$ cat src/common/osg_pkg.sv
// package for the output switch and overvoltage guard block
// assumes one 10 MHz system clock and an AXI4-Lite register master
// Notes on behaviour
// - output on: enable with zero setpoints about 2 ms, then apply setpoints
// - off with sink: zero setpoints, sink on 300 ms, then high impedance
// - off without sink: zero setpoints, go high impedance at once, no sink
// - off: output and mode indicators dark; on: output and active mode indicators lit
// - trigger holding output off wins; on command ignored, event B bit 4 set
// - rejected manual on request shows error code 073 briefly
// - overvoltage guard overrides regulators using its own comparator input
// - shutdown mode: off after voltage at or above threshold for hold time
// - recall mode: request stored setup slot 1..15 instead of shutdown
// - hold time zero: comparator switches output off directly
// - voltage drop below threshold abandons pending trip, timing restarts
// - hold time 0..65535 seconds, zero after reset
// - guard enabled indicator, plus trip indicator after guard shutdown
// - threshold stored, max 80.00 V in 0.02 V steps, default maximum
// - power result is measured voltage times measured current
// - either measurement out of range gives +/-999999 overload result
package osg_pkg;
	localparam int unsigned CLK_HZ = 10_000_000;
	localparam int unsigned TICK_US = 1000;
	localparam int unsigned TICK_CYC = CLK_HZ / 1_000_000 * TICK_US;
	localparam int unsigned RAMP_MS = 2;
	localparam int unsigned SINK_MS = 300;
	localparam int unsigned MS_PER_S = 1000;
	localparam logic [11:0] OV_MAX_STEPS = 12'h0_FA0; // 80.00 V / 0.02 V
	localparam logic [23:0] PWR_OVL = 24'h0F_423F;     // 999999
	localparam logic [7:0] ERR_CODE = 8'h49;           // 073
	localparam int unsigned ERR_SHOW_MS = 1000;
	localparam int unsigned EVB_OUTPUT_ENABLE_ERROR_FLAG_BIT = 4;
	// byte addresses
	localparam logic [7:0] A_CTRL = 8'h00;
	localparam logic [7:0] A_OVP = 8'h04;
	localparam logic [7:0] A_HOLD = 8'h08;
	localparam logic [7:0] A_STAT = 8'h0C;
	localparam logic [7:0] A_EVB = 8'h10;
	localparam logic [7:0] A_MASK = 8'h14;
	localparam logic [7:0] A_PWR = 8'h18;
	localparam logic [7:0] A_SETP = 8'h1C;
	// status / event bits
	localparam int unsigned EV_TRIP = 0;
	localparam int unsigned EV_RECALL = 1;
	localparam int unsigned EV_REJ = 2;
	localparam int unsigned EV_W = 5;
	typedef enum logic [1:0] {OVP_OFF, OVP_ON, OVP_RCL} osg_ovp_mode_t;
	typedef enum logic [1:0] {MODE_CV, MODE_CC, MODE_CP} osg_ctl_mode_t;
	typedef struct packed {
		logic out_led;
		logic cv_led;
		logic cc_led;
		logic cp_led;
		logic ovp_on_led;
		logic ovp_trip_led;
	} osg_leds_t;
	typedef struct packed {
		logic [15:0] u;
		logic [15:0] i;
		logic u_ovr;
		logic i_ovr;
		logic u_neg;
	} osg_meas_t;
endpackage

$ cat src/core/osg_power.sv
// output power from measured voltage and current
// assumes measurements are synchronous to clk_sys
`timescale 1ns/10ps
module osg_power (
	// clock and reset
	input wire logic clk_sys,
	input wire logic resetn,
	// measurement in
	input osg_pkg::osg_meas_t meas,
	// result
	output logic [31:0] power,
	output logic overload
);
	wire logic [31:0] prod = meas.u * meas.i;
	wire logic ovl = meas.u_ovr | meas.i_ovr;
	wire logic [31:0] ovl_val = meas.u_neg ? -{8'h00, osg_pkg::PWR_OVL} : {8'h00, osg_pkg::PWR_OVL};
	always_ff @(posedge clk_sys or negedge resetn) begin
		if (!resetn) begin
			power <= 32'h0000_0000;
			overload <= 1'b0;
		end else begin
			power <= ovl ? ovl_val : prod;
			overload <= ovl;
		end
	end
endmodule

$ cat src/core/osg_top.sv
// output switching sequencer with overvoltage guard and AXI4-Lite registers
// assumes the comparator, trigger and control mode straps come from pins; host is AXI4-Lite
//
// Chosen here: the AXI4-Lite register port and the address map.
`timescale 1ns/10ps
module osg_top #(
	parameter int unsigned TICK_CYC = osg_pkg::TICK_CYC
) (
	// clock and reset
	input wire logic clk_sys,
	input wire logic resetn,
	// axi4-lite write address
	input wire logic [7:0] s_axi_awaddr,
	input wire logic s_axi_awvalid,
	output logic s_axi_awready,
	// axi4-lite write data
	input wire logic [31:0] s_axi_wdata,
	input wire logic [3:0] s_axi_wstrb,
	input wire logic s_axi_wvalid,
	output logic s_axi_wready,
	// axi4-lite write response
	output logic [1:0] s_axi_bresp,
	output logic s_axi_bvalid,
	input wire logic s_axi_bready,
	// axi4-lite read
	input wire logic [7:0] s_axi_araddr,
	input wire logic s_axi_arvalid,
	output logic s_axi_arready,
	output logic [31:0] s_axi_rdata,
	output logic [1:0] s_axi_rresp,
	output logic s_axi_rvalid,
	input wire logic s_axi_rready,
	// analog side pins
	input wire logic ov_cmp_pin,
	input wire logic trig_off_pin,
	input wire logic [1:0] ctl_mode_pin,
	input osg_pkg::osg_meas_t meas,
	// power stage
	output logic out_enable,
	output logic sink_on,
	output logic [15:0] uset_out,
	output logic [15:0] iset_out,
	output logic [11:0] ov_dac,
	// recall request and display
	output logic recall_req,
	output logic [3:0] recall_slot,
	output logic [7:0] err_code,
	output osg_pkg::osg_leds_t leds,
	output logic irq
);
	typedef enum logic [1:0] {ST_OFF, ST_RAMP, ST_ON, ST_SINK} osg_state_t;

	// pin synchronisers
	logic [1:0] cmp_sync_reg;
	logic [1:0] trig_sync_reg;
	logic [1:0] m0_sync_reg;
	logic [1:0] m1_sync_reg;
	always_ff @(posedge clk_sys or negedge resetn) begin
		if (!resetn) begin
			cmp_sync_reg <= 2'h0;
			trig_sync_reg <= 2'h0;
			m0_sync_reg <= 2'h0;
			m1_sync_reg <= 2'h0;
		end else begin
			cmp_sync_reg <= {cmp_sync_reg[0], ov_cmp_pin};
			trig_sync_reg <= {trig_sync_reg[0], trig_off_pin};
			m0_sync_reg <= {m0_sync_reg[0], ctl_mode_pin[0]};
			m1_sync_reg <= {m1_sync_reg[0], ctl_mode_pin[1]};
		end
	end
	wire logic ov_high = cmp_sync_reg[1];
	wire logic trig_hold = trig_sync_reg[1];
	wire logic [1:0] mode_now = {m1_sync_reg[1], m0_sync_reg[1]};

	// millisecond tick
	logic [15:0] tick_cnt_reg;
	wire logic tick = (tick_cnt_reg == 16'(TICK_CYC - 1));
	always_ff @(posedge clk_sys or negedge resetn) begin
		if (!resetn) tick_cnt_reg <= 16'h0000;
		else tick_cnt_reg <= tick ? 16'h0000 : tick_cnt_reg + 16'h0001;
	end

	// registers
	logic [31:0] ctrl_reg;    // 0 trig_mode, 1 sink_en, 2 manual, 3 on cmd, 4 off cmd
	logic [31:0] ovp_reg;     // [1:0] mode, [7:4] recall slot
	logic [15:0] hold_reg;
	logic [11:0] thr_reg;
	logic [31:0] setp_reg;    // [15:0] uset, [31:16] iset
	logic [osg_pkg::EV_W-1:0] evb_reg;
	logic [osg_pkg::EV_W-1:0] mask_reg;
	wire logic [31:0] pwr;
	wire logic pwr_ovl;

	osg_power u_power (
		.clk_sys(clk_sys),
		.resetn(resetn),
		.meas(meas),
		.power(pwr),
		.overload(pwr_ovl)
	);

	// axi write channel: take address and data in either order
	logic aw_held_reg;
	logic w_held_reg;
	logic [7:0] aw_addr_reg;
	logic [31:0] w_data_reg;
	logic [3:0] w_strb_reg;
	assign s_axi_awready = !aw_held_reg && !s_axi_bvalid;
	assign s_axi_wready = !w_held_reg && !s_axi_bvalid;
	wire logic aw_fire = s_axi_awvalid && s_axi_awready;
	wire logic w_fire = s_axi_wvalid && s_axi_wready;
	wire logic aw_have = aw_held_reg || aw_fire;
	wire logic w_have = w_held_reg || w_fire;
	wire logic wr_go = aw_have && w_have;
	wire logic [7:0] wa = aw_held_reg ? aw_addr_reg : s_axi_awaddr;
	wire logic [31:0] wd = w_held_reg ? w_data_reg : s_axi_wdata;
	wire logic [3:0] ws = w_held_reg ? w_strb_reg : s_axi_wstrb;
	wire logic wr_ok = wa inside {osg_pkg::A_CTRL, osg_pkg::A_OVP, osg_pkg::A_HOLD,
		osg_pkg::A_STAT, osg_pkg::A_EVB, osg_pkg::A_MASK, osg_pkg::A_PWR, osg_pkg::A_SETP};
	always_ff @(posedge clk_sys or negedge resetn) begin
		if (!resetn) begin
			aw_held_reg <= 1'b0;
			w_held_reg <= 1'b0;
			aw_addr_reg <= 8'h00;
			w_data_reg <= 32'h0000_0000;
			w_strb_reg <= 4'h0;
			s_axi_bvalid <= 1'b0;
			s_axi_bresp <= 2'h0;
		end else begin
			if (aw_fire) aw_addr_reg <= s_axi_awaddr;
			if (w_fire) begin
				w_data_reg <= s_axi_wdata;
				w_strb_reg <= s_axi_wstrb;
			end
			aw_held_reg <= aw_have && !wr_go;
			w_held_reg <= w_have && !wr_go;
			if (wr_go) begin
				s_axi_bvalid <= 1'b1;
				s_axi_bresp <= wr_ok ? 2'h0 : 2'h2;
			end else if (s_axi_bready) s_axi_bvalid <= 1'b0;
		end
	end

	function automatic logic [31:0] merge(input logic [31:0] old, input logic [31:0] nw,
		input logic [3:0] st);
		logic [31:0] r;
		r = old;
		for (int b = 0; b < 4; b++) if (st[b]) r[8*b +: 8] = nw[8*b +: 8];
		return r;
	endfunction

	wire logic wr_ctrl = wr_go && wa == osg_pkg::A_CTRL;
	wire logic [31:0] ctrl_m = merge(ctrl_reg, wd, ws);
	wire logic on_cmd = wr_ctrl && ctrl_m[3];
	wire logic off_cmd = wr_ctrl && ctrl_m[4];
	wire logic trig_mode = ctrl_reg[0];
	wire logic sink_en = ctrl_reg[1];
	wire logic manual = ctrl_m[2];
	wire logic [31:0] ovp_m = merge(ovp_reg, wd, ws);
	wire logic [31:0] hold_m = merge({16'h0000, hold_reg}, wd, ws);
	wire logic [31:0] thr_m = merge({20'h0_0000, thr_reg}, wd, ws);
	wire logic [31:0] evb_clr = merge(32'h0000_0000, wd, ws);
	always_ff @(posedge clk_sys or negedge resetn) begin
		if (!resetn) begin
			ctrl_reg <= 32'h0000_0000;
			ovp_reg <= {28'h000_0001, 4'h1}; // guard on, slot 1
			hold_reg <= 16'h0000;
			thr_reg <= osg_pkg::OV_MAX_STEPS;
			setp_reg <= 32'h0000_0000;
			mask_reg <= '0;
		end else if (wr_go) begin
			unique case (wa)
				osg_pkg::A_CTRL: ctrl_reg <= {27'h000_0000, 2'h0, ctrl_m[2:0]};
				osg_pkg::A_OVP: ovp_reg <= {24'h00_0000, ovp_m[7:4], 2'h0, ovp_m[1:0]};
				osg_pkg::A_HOLD: hold_reg <= hold_m[15:0];
				osg_pkg::A_STAT: thr_reg <= (thr_m[11:0] > osg_pkg::OV_MAX_STEPS) ?
					osg_pkg::OV_MAX_STEPS : thr_m[11:0];
				osg_pkg::A_MASK: mask_reg <= wd[osg_pkg::EV_W-1:0];
				osg_pkg::A_SETP: setp_reg <= merge(setp_reg, wd, ws);
				default: ;
			endcase
		end
	end
	assign ov_dac = thr_reg;

	// output state machine
	osg_state_t st_reg;
	osg_state_t st_next;
	logic [15:0] ms_reg;
	logic [15:0] ms_next;
	logic tripped_reg;
	logic [9:0] sub_ms_reg;
	logic [15:0] sec_reg;
	wire osg_pkg::osg_ovp_mode_t ovp_mode = osg_pkg::osg_ovp_mode_t'(ovp_reg[1:0]);
	wire logic out_live = st_reg != ST_OFF && st_reg != ST_SINK;
	wire logic reject = on_cmd && trig_mode && trig_hold;
	wire logic hold_done = sec_reg == hold_reg && sub_ms_reg == 10'h000;
	wire logic ov_fire = ov_high && out_live && ovp_mode != osg_pkg::OVP_OFF &&
		(hold_reg == 16'h0000 || hold_done);
	wire logic trip = ov_fire && ovp_mode == osg_pkg::OVP_ON;
	wire logic rcl = ov_fire && ovp_mode == osg_pkg::OVP_RCL;
	wire logic trig_off = trig_mode && trig_hold && out_live;
	wire logic go_off = off_cmd || trip || trig_off;

	// hold timer: seconds resolved to milliseconds, reset whenever voltage drops
	always_ff @(posedge clk_sys or negedge resetn) begin
		if (!resetn) begin
			sub_ms_reg <= 10'h000;
			sec_reg <= 16'h0000;
		end else if (!ov_high || !out_live || ov_fire) begin
			sub_ms_reg <= 10'h000;
			sec_reg <= 16'h0000;
		end else if (tick && !hold_done) begin
			if (sub_ms_reg == 10'(osg_pkg::MS_PER_S - 1)) begin
				sub_ms_reg <= 10'h000;
				sec_reg <= sec_reg + 16'h0001;
			end else sub_ms_reg <= sub_ms_reg + 10'h001;
		end
	end

	always_comb begin
		st_next = st_reg;
		ms_next = (tick && ms_reg != 16'h0000) ? ms_reg - 16'h0001 : ms_reg;
		unique case (st_reg)
			ST_OFF: if (on_cmd && !reject) begin
				st_next = ST_RAMP;
				ms_next = 16'(osg_pkg::RAMP_MS);
			end
			ST_RAMP, ST_ON: if (go_off) begin
				st_next = (sink_en && !trip) ? ST_SINK : ST_OFF;
				ms_next = 16'(osg_pkg::SINK_MS);
			end else if (st_reg == ST_RAMP && ms_reg == 16'h0000) st_next = ST_ON;
			ST_SINK: if (ms_reg == 16'h0000) st_next = ST_OFF;
		endcase
	end
	always_ff @(posedge clk_sys or negedge resetn) begin
		if (!resetn) begin
			st_reg <= ST_OFF;
			ms_reg <= 16'h0000;
			tripped_reg <= 1'b0;
		end else begin
			st_reg <= st_next;
			ms_reg <= ms_next;
			if (trip) tripped_reg <= 1'b1;
			else if (st_reg == ST_OFF && on_cmd && !reject) tripped_reg <= 1'b0;
		end
	end

	// power stage outputs; guard trip skips the sink and cuts at once
	always_ff @(posedge clk_sys or negedge resetn) begin
		if (!resetn) begin
			out_enable <= 1'b0;
			sink_on <= 1'b0;
			uset_out <= 16'h0000;
			iset_out <= 16'h0000;
			recall_req <= 1'b0;
			recall_slot <= 4'h0;
		end else begin
			out_enable <= st_next == ST_RAMP || st_next == ST_ON;
			sink_on <= st_next == ST_SINK;
			uset_out <= st_next == ST_ON ? setp_reg[15:0] : 16'h0000;
			iset_out <= st_next == ST_ON ? setp_reg[31:16] : 16'h0000;
			recall_req <= rcl;
			if (rcl) recall_slot <= ovp_reg[7:4];
		end
	end

	// error display of rejected manual on request
	logic [10:0] err_ms_reg;
	always_ff @(posedge clk_sys or negedge resetn) begin
		if (!resetn) err_ms_reg <= 11'h000;
		else if (reject && manual) err_ms_reg <= 11'(osg_pkg::ERR_SHOW_MS);
		else if (tick && err_ms_reg != 11'h000) err_ms_reg <= err_ms_reg - 11'h001;
	end
	assign err_code = err_ms_reg != 11'h000 ? osg_pkg::ERR_CODE : 8'h00;

	// indicators
	always_ff @(posedge clk_sys or negedge resetn) begin
		if (!resetn) leds <= '0;
		else begin
			leds.out_led <= out_live;
			leds.cv_led <= out_live && mode_now == 2'(osg_pkg::MODE_CV);
			leds.cc_led <= out_live && mode_now == 2'(osg_pkg::MODE_CC);
			leds.cp_led <= out_live && mode_now == 2'(osg_pkg::MODE_CP);
			leds.ovp_on_led <= ovp_mode != osg_pkg::OVP_OFF;
			leds.ovp_trip_led <= tripped_reg;
		end
	end

	// sticky events: set wins over write-one-to-clear
	wire logic [osg_pkg::EV_W-1:0] ev_set = (osg_pkg::EV_W)'(
		(32'(trip) << osg_pkg::EV_TRIP) | (32'(rcl) << osg_pkg::EV_RECALL) |
		(32'(reject && manual) << osg_pkg::EV_REJ) | (32'(reject) << osg_pkg::EVB_OUTPUT_ENABLE_ERROR_FLAG_BIT));
	wire logic wr_evb = wr_go && wa == osg_pkg::A_EVB;
	always_ff @(posedge clk_sys or negedge resetn) begin
		if (!resetn) evb_reg <= '0;
		else evb_reg <= (evb_reg & ~(wr_evb ? evb_clr[osg_pkg::EV_W-1:0] : '0)) | ev_set;
	end
	assign irq = |(evb_reg & mask_reg);

	// axi read channel
	logic [31:0] rd_mux;
	always_comb begin
		unique case (s_axi_araddr)
			osg_pkg::A_CTRL: rd_mux = ctrl_reg;
			osg_pkg::A_OVP: rd_mux = ovp_reg;
			osg_pkg::A_HOLD: rd_mux = {16'h0000, hold_reg};
			osg_pkg::A_STAT: rd_mux = {13'h0000, tripped_reg, st_reg, 4'h0, thr_reg};
			osg_pkg::A_EVB: rd_mux = {27'h000_0000, evb_reg};
			osg_pkg::A_MASK: rd_mux = {27'h000_0000, mask_reg};
			osg_pkg::A_PWR: rd_mux = pwr;
			osg_pkg::A_SETP: rd_mux = setp_reg;
			default: rd_mux = 32'h0000_0000;
		endcase
	end
	wire logic rd_ok = s_axi_araddr inside {osg_pkg::A_CTRL, osg_pkg::A_OVP, osg_pkg::A_HOLD,
		osg_pkg::A_STAT, osg_pkg::A_EVB, osg_pkg::A_MASK, osg_pkg::A_PWR, osg_pkg::A_SETP};
	assign s_axi_arready = !s_axi_rvalid;
	always_ff @(posedge clk_sys or negedge resetn) begin
		if (!resetn) begin
			s_axi_rvalid <= 1'b0;
			s_axi_rdata <= 32'h0000_0000;
			s_axi_rresp <= 2'h0;
		end else if (s_axi_arvalid && s_axi_arready) begin
			s_axi_rvalid <= 1'b1;
			s_axi_rdata <= rd_mux;
			s_axi_rresp <= rd_ok ? 2'h0 : 2'h2;
		end else if (s_axi_rready) s_axi_rvalid <= 1'b0;
	end
endmodule

$ cat config.mk
export PLATFORM = sky130hd
export DESIGN_NAME = osg_top
export DESIGN_NICKNAME = d
export VERILOG_FILES = /design/src/common/osg_pkg.sv /design/src/core/osg_power.sv /design/src/core/osg_top.sv
export SDC_FILE = /design/constraint.sdc
export NUM_CORES = 1
export LEC_CHECK = 0
export BUFFER_PORTS_ARGS = -buffer_cell sky130_fd_sc_hd__buf_2
export CAP_MARGIN = 15
export CORE_MARGIN = 1
export CORE_UTILIZATION = 41
export CTS_BUF_LIST = sky130_fd_sc_hd__clkbuf_8
export DETAILED_ROUTE_END_ITERATION = 16
export GPL_ROUTABILITY_DRIVEN = 0
export MAX_ROUTING_LAYER = met4
export PLACE_DENSITY = 0.6
export SLEW_MARGIN = 25
export SYNTH_ARGS = -nofsm -noshare
export SYNTH_HDL_FRONTEND = slang
export SYNTH_HIERARCHICAL = 1
export SYNTH_SLANG_ARGS = --single-unit
export TNS_END_PERCENT = 50
$ cat constraint.sdc
create_clock -name clk_sys -period 6.3 [get_ports clk_sys]
set_input_delay 0.315 -clock clk_sys [delete_from_list [all_inputs] [get_ports clk_sys]]
set_output_delay 0.315 -clock clk_sys [all_outputs]
set_load 0.02 [all_outputs]
## Yosys cells after proc, flatten, opt, wreduce, memory -nomap -nowiden

Cells that the tools add are included.

- Add/sub/neg operators: 5
- Multipliers: 1
- $lt $le $gt $ge: 1
- Eq/ne operators: 28
- Muxes and demuxes: 42
- Bitwise gates (word level): 8
- Reduce and logical (&&, ||, !) cells: 86

Operators with widths:

| operator | count |
|---|---|
| one-hot mux 32 bit (8 select lines) | 1 |
| 2-to-1 mux 16 bit | 9 |
| 2-to-1 mux 32 bit | 3 |
| equality test 8 x 5 -> 1 bit, second input constant | 8 |
| logical AND 1 bit | 35 |
| adder 16 x 1 -> 16 bit, second input constant | 2 |
| equality test 8 x 4 -> 1 bit, second input constant | 4 |
| zero test 16 bit | 2 |
| multiplier 16 x 16 -> 32 bit | 1 |
| one-hot mux 16 bit (2 select lines) | 1 |
| 2-to-1 mux 10 bit | 3 |
| AND reduction 3 bit | 8 |
| 2-to-1 mux 11 bit | 2 |
| equality test 16 x 14 -> 1 bit, second input constant | 1 |
| equality test 16 bit | 1 |
| equality test 8 x 3 -> 1 bit, second input constant | 2 |
| zero test 8 bit | 2 |
| 2-to-1 mux 8 bit | 2 |
| nonzero test 16 bit | 1 |
| nonzero test 2 bit | 8 |
| nonzero test 8 bit | 2 |
| subtractor 16 x 1 -> 16 bit, second input constant | 1 |
| 2-to-1 mux 5 bit | 3 |
| 2-to-1 mux 2 bit | 7 |
| other kinds (27) | 62 |

- Register bits after elaboration: 320
- Input bits: 98
- Output and inout port bits: 107
- Logic and storage cells: 217

## Logic depth before layout (Yosys ltp)

Gate-level depths: netlist (run 1).

- Depth after elaboration: 15
- Gate-level depth with buffers: 21
- Gate-level depth less buffers: 20

## Cells and area by module

Netlist (run 1), hierarchy kept.

By module, submodules not included:

| module | instances | cells an instance | area an instance (µm²) | sequential area each (µm²) |
|---|---|---|---|---|
| osg_top | 1 | 1208 | 13450.4 | 7166.9 |
| osg_power | 1 | 1102 | 9811.9 | 825.8 |

## Worst setup path before layout (run 1)

OpenSTA, ideal clock, no wires.

- Kind: input to register
- From: input meas[12] (netlist name)
- To: register u_power.power[30]
- Setup time: 0.138 ns
- Arrival time: 5.659 ns
- Data required time: 6.162 ns
- Slack: 0.503 ns
- Stages on the path: 20
- Buffers on the path: 1
- Cells stage by stage: clkbuf_1 nand2_1 fa_1 inv_1 fa_1 inv_1 fa_1 inv_1 fa_1 fa_1 inv_1 fa_1 inv_1 ha_1 nand4_1 a211oi_2 nand4_2 a2111oi_4 nor3_1 or4_1

- Longest elaborated chain between the ends: 2

Ends and longest elaborated chain:

| what | RTL line | source |
|---|---|---|
| start, declared | osg_top.sv:37 | `input osg_pkg::osg_meas_t meas,` |
| multiplier 16 x 16 -> 32 bit | osg_power.sv:14 | `wire logic [31:0] prod = meas.u * meas.i;` |
| 2-to-1 mux 32 bit | osg_power.sv:22 | `power <= ovl ? ovl_val : prod;` |
| end signal, assigned | osg_power.sv:22 |  |
| end, declared | osg_power.sv:11 | `output logic [31:0] power,` |

No other way between the ends.
A chain may end at the register's enable or synchronous reset.

## Worst setup path in the final report (run 1)

- From: input meas[25] (netlist name)
- To: register u_power.power[28]

The elaborated chain is that of the path after synthesis.

==> impl_metrics.ini, run 1 <==
[power]
leakagePower_nw = 13.0
swShare_pct = 46.7
switching_power_mw = 5.60
p_seq_share_pct = 21.9
pwr-share-comb_pct = 62.3
cellPowerDensity_nw_per_um2 = 451
clockPowerShare_pct = 15.8
internal_power_mw = 6.38
vdd_drop_max_mv = 0.759

[layout]
fill_cells = 5263
layout_common_cells = dfrtp_1, nand2_1, inv_1
fin_util_pct = 47.8
stdcell_count = 3327
final_common_cell = dfrtp_1
final_nets = 2946
drive_above_1_share_pct = 17.1
area_growth_pct = 14.3
num_antenna_cells = 0

[place]
hpwl_um = 45900
io_buffers = 197
place_inst = 3181

[route]
antenna_left = 0
drt_iter0_drc = 1206
postRouteWirelength_um = 60500
wl_per_cell_um = 18.2
drt-vias-per-instance = 5.32
firstDrtPassIters = 6
drcViolationCount = 0
vias = 17714

[floorplan]
fp.dieW_um = 240
chipHeight_um = 240
io_pins = 205
std_cell_rows = 86
die_area_um2 = 57600
core-area_um2 = 55500
start_util_pct = 41.9

[sta]
rsz0062_at_grt = false
fmax_mhz = 178
relSlewSlack_pct = 34.0
hold_violations = 0
skew_ns = 0.0254
timing.final.crit_share_pct = 89.0
final.setup.tns_ns = 0
maxSlewViolCount = 0
tightestPinTransition_ns = 0.982
period_needed_ns = 5.61
setup_viol = 0

[synth]
syn_area_per_cell_um2 = 10.1
synth_warnings = 6
syn_inst = 2309
syn_area_um2 = 23200

[min_path]
min_from = meas[2]
hp-class = in2reg

[grt]
grt_max_degree = 102
grt.total_usage_pct = 22.2
antenna_found_initial = 0
grt_pass1_vias = 18379
grt.overflow.total = 0
grt_pass1_wl_um = 98300

[clock_network]
cts_max_level = 2
cts_max_path_buffers = 3
cts-root-buf = clkbuf_8
clk_latency_ns = 0.60
postCtsResizedCells = 0
cts-buffers-inserted = 51
clkSinkCount = 318
cts_tree = yes
clkTransAtPathRegs_ns = 0.07

[flow_run]
maxCapViolations = 0

[setup_path]
critPathKind = in2reg
cp_cell_sequence = buf_2 -> nand2_1 -> fa_1 -> inv_1 -> fa_1 -> fa_1 -> fa_1 -> fa_1 -> inv_1 -> fa_1 -> inv_1 -> ha_1 -> a21oi_1 -> o221ai_1 -> a21oi_1 -> o21ai_0 -> o311ai_0 -> o211ai_1
crit_path_end_kind = register
crit_path_frequent_cell = fa_1
required_ns = 6.73
cp.arrival_ns = 6.04
slowest_delay_ns = 0.55
critPathMaxFanout = 16
worstSetupStartpoint = meas[25]
r2r_start = aw_held_reg
cp_slowest_cell = fa_1
start_kind = input pin

[status]
status = finished clean
==> through the flow <==
step | worst slack (ns) | area (um2) | hold WS (ns) | total power, mW
after CTS | 0.747 | 26500 | 0.0244 | 12.1
after detailed placement | 0.133 | 24900 | 0.335 | 10.1
final | 0.691 | 26600 | 0.0535 | 12.0
after floorplan | 0.503 | 23300 | 0.0194 | 8.27
after global routing | 0.440 | 26600 | 0.0464 | 13.1
after global placement | 0.188 | 24900 | 0.347 | 9.97
==> power groups by stage <==
stage	sequential, mW	combinational [mW]	clock [mW]
global route	2.66	8.42	2.03
global placement	2.65	7.32	0
CTS	2.63	7.48	1.94
floorplan	2.56	5.71	0
detailed placement	2.66	7.39	0
finish	2.63	7.46	1.89
==> critical path: cells and delay by family <==
family | cells | cell delay, ns
compound gates | 6 | 1.59
fa+ha+maj | 7 | 3.50
buf+inv | 4 | 0.46
simple gates | 1 | 0.14
==> area by class of cell <==
type / count / area, um2 / area share (%)
clock buffer: 68 / 936 / 3.52
clock inverter: 26 / 174 / 0.655
inverter: 250 / 938 / 3.53
multi-input combinational: 1635 / 13800 / 52.1
sequential: 318 / 7970 / 30.0
tap: 748 / 936 / 3.52
timing repair buffer: 282 / 1770 / 6.68
==> routing by layer <==
metal	global-route usage [%]	wire [um]	vias up
met3	2.88	2680	101
li1	-	-	8169
met2	37.6	31000	453
met1	28.0	25400	8991
met5	-	0	-
met4	5.77	1420	0
==> path summary, 6_finish.rpt <==
kind,endpoint,slack [ns],depth (start not counted)
hold reg to reg,trig_sync_reg[1],0.35,0
setup reg to reg,iset_out[8],2.53,9
hold / removal,u_power/power[25],0.05,3
max in group asynchronous,setp_reg[14],4.56,3
min in group asynchronous,aw_addr_reg[5],0.29,2
setup / recovery,u_power/power[28],0.69,18
==> repair_timing <==
action	CTS	global route
setup endpoints to repair	0	0
buffers inserted	0	0
endpoints found under the hold margin	143	0
hold buffers	51	0
Power figures use the tool's default switching activity.
==> inputs of run 2 (changes only) <==
MAX_ROUTING_LAYER = unset   (was met4)
==> impl_metrics.ini, run 2 (synthesis results as in run 1) <==
[status]
status = finished clean

[place]
io_buffers = 197
hpwl_um = 45900
place_inst = 3181
place_ws_ns = 0.133

[layout]
area_growth_pct = 14.2
final_nets = 2945
drive_above_1_share_pct = 17.0
fin_util_pct = 47.8
fill_cells = 5263
stdcell_count = 3326
num_antenna_cells = 0
final_common_cell = dfrtp_1
layout_common_cells = dfrtp_1, nand2_1, inv_1

[grt]
grt.overflow.total = 0
grt_max_degree = 102
grt_pass1_wl_um = 98300
antenna_found_initial = 0
grt_pass1_vias = 18367
grt.total_usage_pct = 21.5

[min_path]
hp-class = in2reg

[clock_network]
cts_max_level = 2
cts_max_path_buffers = 3
clkSinkCount = 318
cts-buffers-inserted = 51
cts-root-buf = clkbuf_8
postCtsResizedCells = 0
cts_tree = yes
clkTransAtPathRegs_ns = 0.07
clk_latency_ns = 0.61

[setup_path]
critPathMaxFanout = 16
start_kind = input pin
cp.arrival_ns = 6.04
crit_path_end_kind = register
required_ns = 6.73
critPathKind = in2reg

[route]
drcViolationCount = 0
wl_per_cell_um = 18.2
antenna_left = 0
vias = 17659
drt-vias-per-instance = 5.31
postRouteWirelength_um = 60500
firstDrtPassIters = 5
drt_iter0_drc = 1148

[floorplan]
core-area_um2 = 55500
std_cell_rows = 86
io_pins = 205
chipHeight_um = 240
die_area_um2 = 57600
start_util_pct = 41.9
fp.dieW_um = 240

[power]
leakagePower_nw = 12.9
cellPowerDensity_nw_per_um2 = 451
vdd_drop_max_mv = 0.762
total_power_mw = 12.0

[sta]
period_needed_ns = 5.61
skew_ns = 0.0256
relSlewSlack_pct = 32.8
timing.final.crit_share_pct = 89.1
fin_ws_ns = 0.689
fmax_mhz = 178
tightestPinTransition_ns = 1.01
maxSlewViolCount = 0
setup_viol = 0
rsz0062_at_grt = false
final.setup.tns_ns = 0
hold_violations = 0

[flow_run]
maxCapViolations = 0
## run 2: cell count changes in the layout (fill, tap and decap cells not counted)
cell | previous run | this run
buf_12 | 1 | 0
## run 2: report_power, final
group / internal (mW) / leakage (nW) / switching, mW
logic: 2.96 / 8.20 / 4.49
registers: 2.37 / 4.11 / 0.255
clock network: 1.05 / 0.627 / 0.843
## run 2: per-stage QoR
| step | instance area (um2) | hold WS [ns] |
|---|---|---|
| finish | 26500 | 0.0460 |
| floorplan | 23300 | 0.0194 |
| CTS | 26500 | 0.0244 |
| detailed placement | 24900 | 0.335 |
| global route | 26500 | 0.0463 |
| global placement | 24900 | 0.347 |
## run 2: metal layers
metal	track usage [%]	up-vias	part of all wire, %
met5	0	-	0
met4	5.71	0	2.5
met3	3.01	108	4.5
met2	37.5	463	51
met1	27.9	8928	42
li1	-	8160	-
## run 2: worst max-delay path, stage by stage
cell and delay, ns:
buf_2 0.20, and2_1 0.22, fa_1 0.54, inv_1 0.06, fa_1 0.56, fa_1 0.43
fa_1 0.49, inv_1 0.05, fa_1 0.53, inv_1 0.06, fa_1 0.55, inv_1 0.05
ha_1 0.34, a21oi_1 0.29, o221ai_1 0.17, a21oi_1 0.33, o21ai_0 0.30, o311ai_0 0.42
o211ai_1 0.14
## run 2: final timing paths
path	startpoint	endpoint	slack [ns]	cells after the start
min in group asynchronous	resetn	aw_addr_reg[6]	0.30	2
max	meas[9]	u_power/power[28]	0.69	19
max in group asynchronous	resetn	iset_out[8]	4.61	3
max reg2reg	aw_held_reg	iset_out[8]	2.53	9
min reg2reg	trig_sync_reg[0]	trig_sync_reg[1]	0.35	0
min	meas[2]	u_power/power[25]	0.05	3
## run 2: final cells by class
cell class / count / area [um2] / share of cell area (%)
clock buffers: 68 / 936 / 3.53
clock inverters: 26 / 174 / 0.655
inverters: 250 / 938 / 3.54
multi-input cells: 1635 / 13800 / 52.1
flip-flops and latches: 318 / 7970 / 30.0
well taps: 748 / 936 / 3.53
repair buffers: 281 / 1750 / 6.61
## run 2: what timing repair did
| action | CTS | global route |
|---|---|---|
| endpoints found under the hold margin | 143 | 0 |
| setup buffers | 0 | 0 |
| hold buffers | 51 | 0 |
==> inputs of run 3 (changes only) <==
BUFFER_PORTS_ARGS = unset   (was -buffer_cell sky130_fd_sc_hd__buf_2)
DONT_BUFFER_PORTS = 1   (was unset)
GPL_TIMING_DRIVEN = 0   (was unset)
PLACE_DENSITY = 0.57   (was 0.6)
==> impl_metrics.ini, run 3 (synthesis results as in run 1) <==
[status]
status = finished, violations left
violations = hold timing

[route]
firstDrtPassIters = 6
drt_iter0_drc = 1267
wl_per_cell_um = 20.3
antenna_left = 0
postRouteWirelength_um = 65300
drcViolationCount = 0
vias = 17527
drt-vias-per-instance = 5.46

[sta]
relSlewSlack_pct = 30.0
holdWs_ns = -0.591
period_needed_ns = 5.93
hold_violations = 318
timing.final.crit_share_pct = 94.1
maxSlewViolCount = 0
tightestPinTransition_ns = 1.02
rsz0062_at_grt = false
fmax_mhz = 169
skew_ns = 0.0258
fin_ws_ns = 0.374
setup_viol = 0

[setup_path]
cp.arrival_ns = 6.38
required_ns = 6.75
crit_path_end_kind = register
critPathKind = in2reg
critPathMaxFanout = 10
start_kind = input pin

[grt]
grt.overflow.total = 0
gr-usage-met2_pct = 38.6
grt.total_usage_pct = 23.2
use_met3_pct = 4.42
antenna_found_initial = 1
met1_usage_pct = 30.5
grt_pass1_wl_um = 103000
grt_pass1_vias = 18222
grt_max_degree = 319
top_usage_layer = met2

[power]
cellPowerDensity_nw_per_um2 = 461
total_power_mw = 11.9
vdd_drop_max_mv = 0.612
leakagePower_nw = 12.1

[floorplan]
io_pins = 205
chipHeight_um = 240
fp.dieW_um = 240
core-area_um2 = 55500
die_area_um2 = 57600
start_util_pct = 41.9
std_cell_rows = 86

[place]
place_area_um2 = 24200
hpwl_um = 50500
place_ws_ns = -0.299
io_buffers = 0

[clock_network]
cts_max_path_buffers = 3
clk_latency_ns = 0.61
cts_max_level = 2
hold_buffers = 54
clkTransAtPathRegs_ns = 0.06
cts-buffers-inserted = 51
cts_tree = yes
cts-root-buf = clkbuf_8
cts_setup_buffers = 0
clkSinkCount = 318

[layout]
area_growth_pct = 11.0
drive_above_1_share_pct = 9.43
final_common_cell = dfrtp_1
final_nets = 2830
stdcell_area_um2 = 25800
layout_common_cells = dfrtp_1, nand2_1, inv_1

[min_path]
hp-class = in2async

[flow_run]
maxCapViolations = 0
## run 3: changes by cell type in the layout (fill, tap and decap cells not counted), sizes merged, moves of 2 or more
cell	before	now
buf	230	40
clkbuf	68	139
clkinv	9	5
diode	0	2
dlygate4sd3	51	54
inv	264	267
## run 3: area by class of cell
class                           instances  area (um2)
Tap cell                              748         936
Timing Repair Buffer                   54         541
Inverter                              250         938
Buffer                                112         528
Fill cell                            5335       29700
Sequential cell                       318        7970
Multi-Input combinational cell       1635       13800
Clock inverter                         23         119
Antenna cell                            2        5.00
Clock buffer                           67         922
## run 3: per-stage QoR
step | setup TNS, ns | std cells | util [%]
6_report | 0 | 3209 | 46.5
5_1_grt | 0 | 3207 | 46.4
4_1_cts | 0 | 3207 | 46.4
3_5_place_dp | -1.51 | 3063 | 43.6
3_3_place_gp | -1.09 | 3063 | 43.6
2_1_floorplan | 0 | 2315 | -
## run 3: final timing paths
kind | start | end | slack (ns) | cells past startpoint
max | meas[19] | u_power/power[30] | 0.37 | 18
min | resetn | aw_addr_reg[6] | -0.59 | 0
max reg2reg | aw_held_reg | uset_out[4] | 2.53 | 11
min reg2reg | cmp_sync_reg[0] | cmp_sync_reg[1] | 0.36 | 0
max in group asynchronous | resetn | uset_out[8] | 6.36 | 0
min in group clk_sys | s_axi_wdata[14] | setp_reg[14] | 0.04 | 2
## run 3: metal layers
layer  wire length (um)  share of wire [%]  up-vias
met5                  0                  0        -
met4               1920                2.9        0
met1              27200                 42     8913
met2              31800                 49      538
met3               4430                6.8      137
li1                   -                  -     7939
## run 3: critical path, stage by stage
cell and delay (ns):
clkbuf_1 0.48, nand2_1 0.17, fa_1 0.55, fa_1 0.55, inv_1 0.09, fa_1 0.51, fa_1 0.51, fa_1 0.54
inv_1 0.05, fa_1 0.53, inv_1 0.04, ha_1 0.40, nand4_1 0.17, a211oi_2 0.28, nand4_2 0.22, a2111oi_4 0.37
nor3_1 0.08, or4_1 0.52
## run 3: what timing repair did
action,CTS,global route
endpoints found under the hold margin,388,318
resized for setup,0,2
endpoints found under the setup margin,0,3
## run 3: power by group
group | switching [mW] | internal (mW)
Clock | 0.829 | 0.984
Sequential | 0.255 | 2.37
Combinational | 4.48 | 2.97
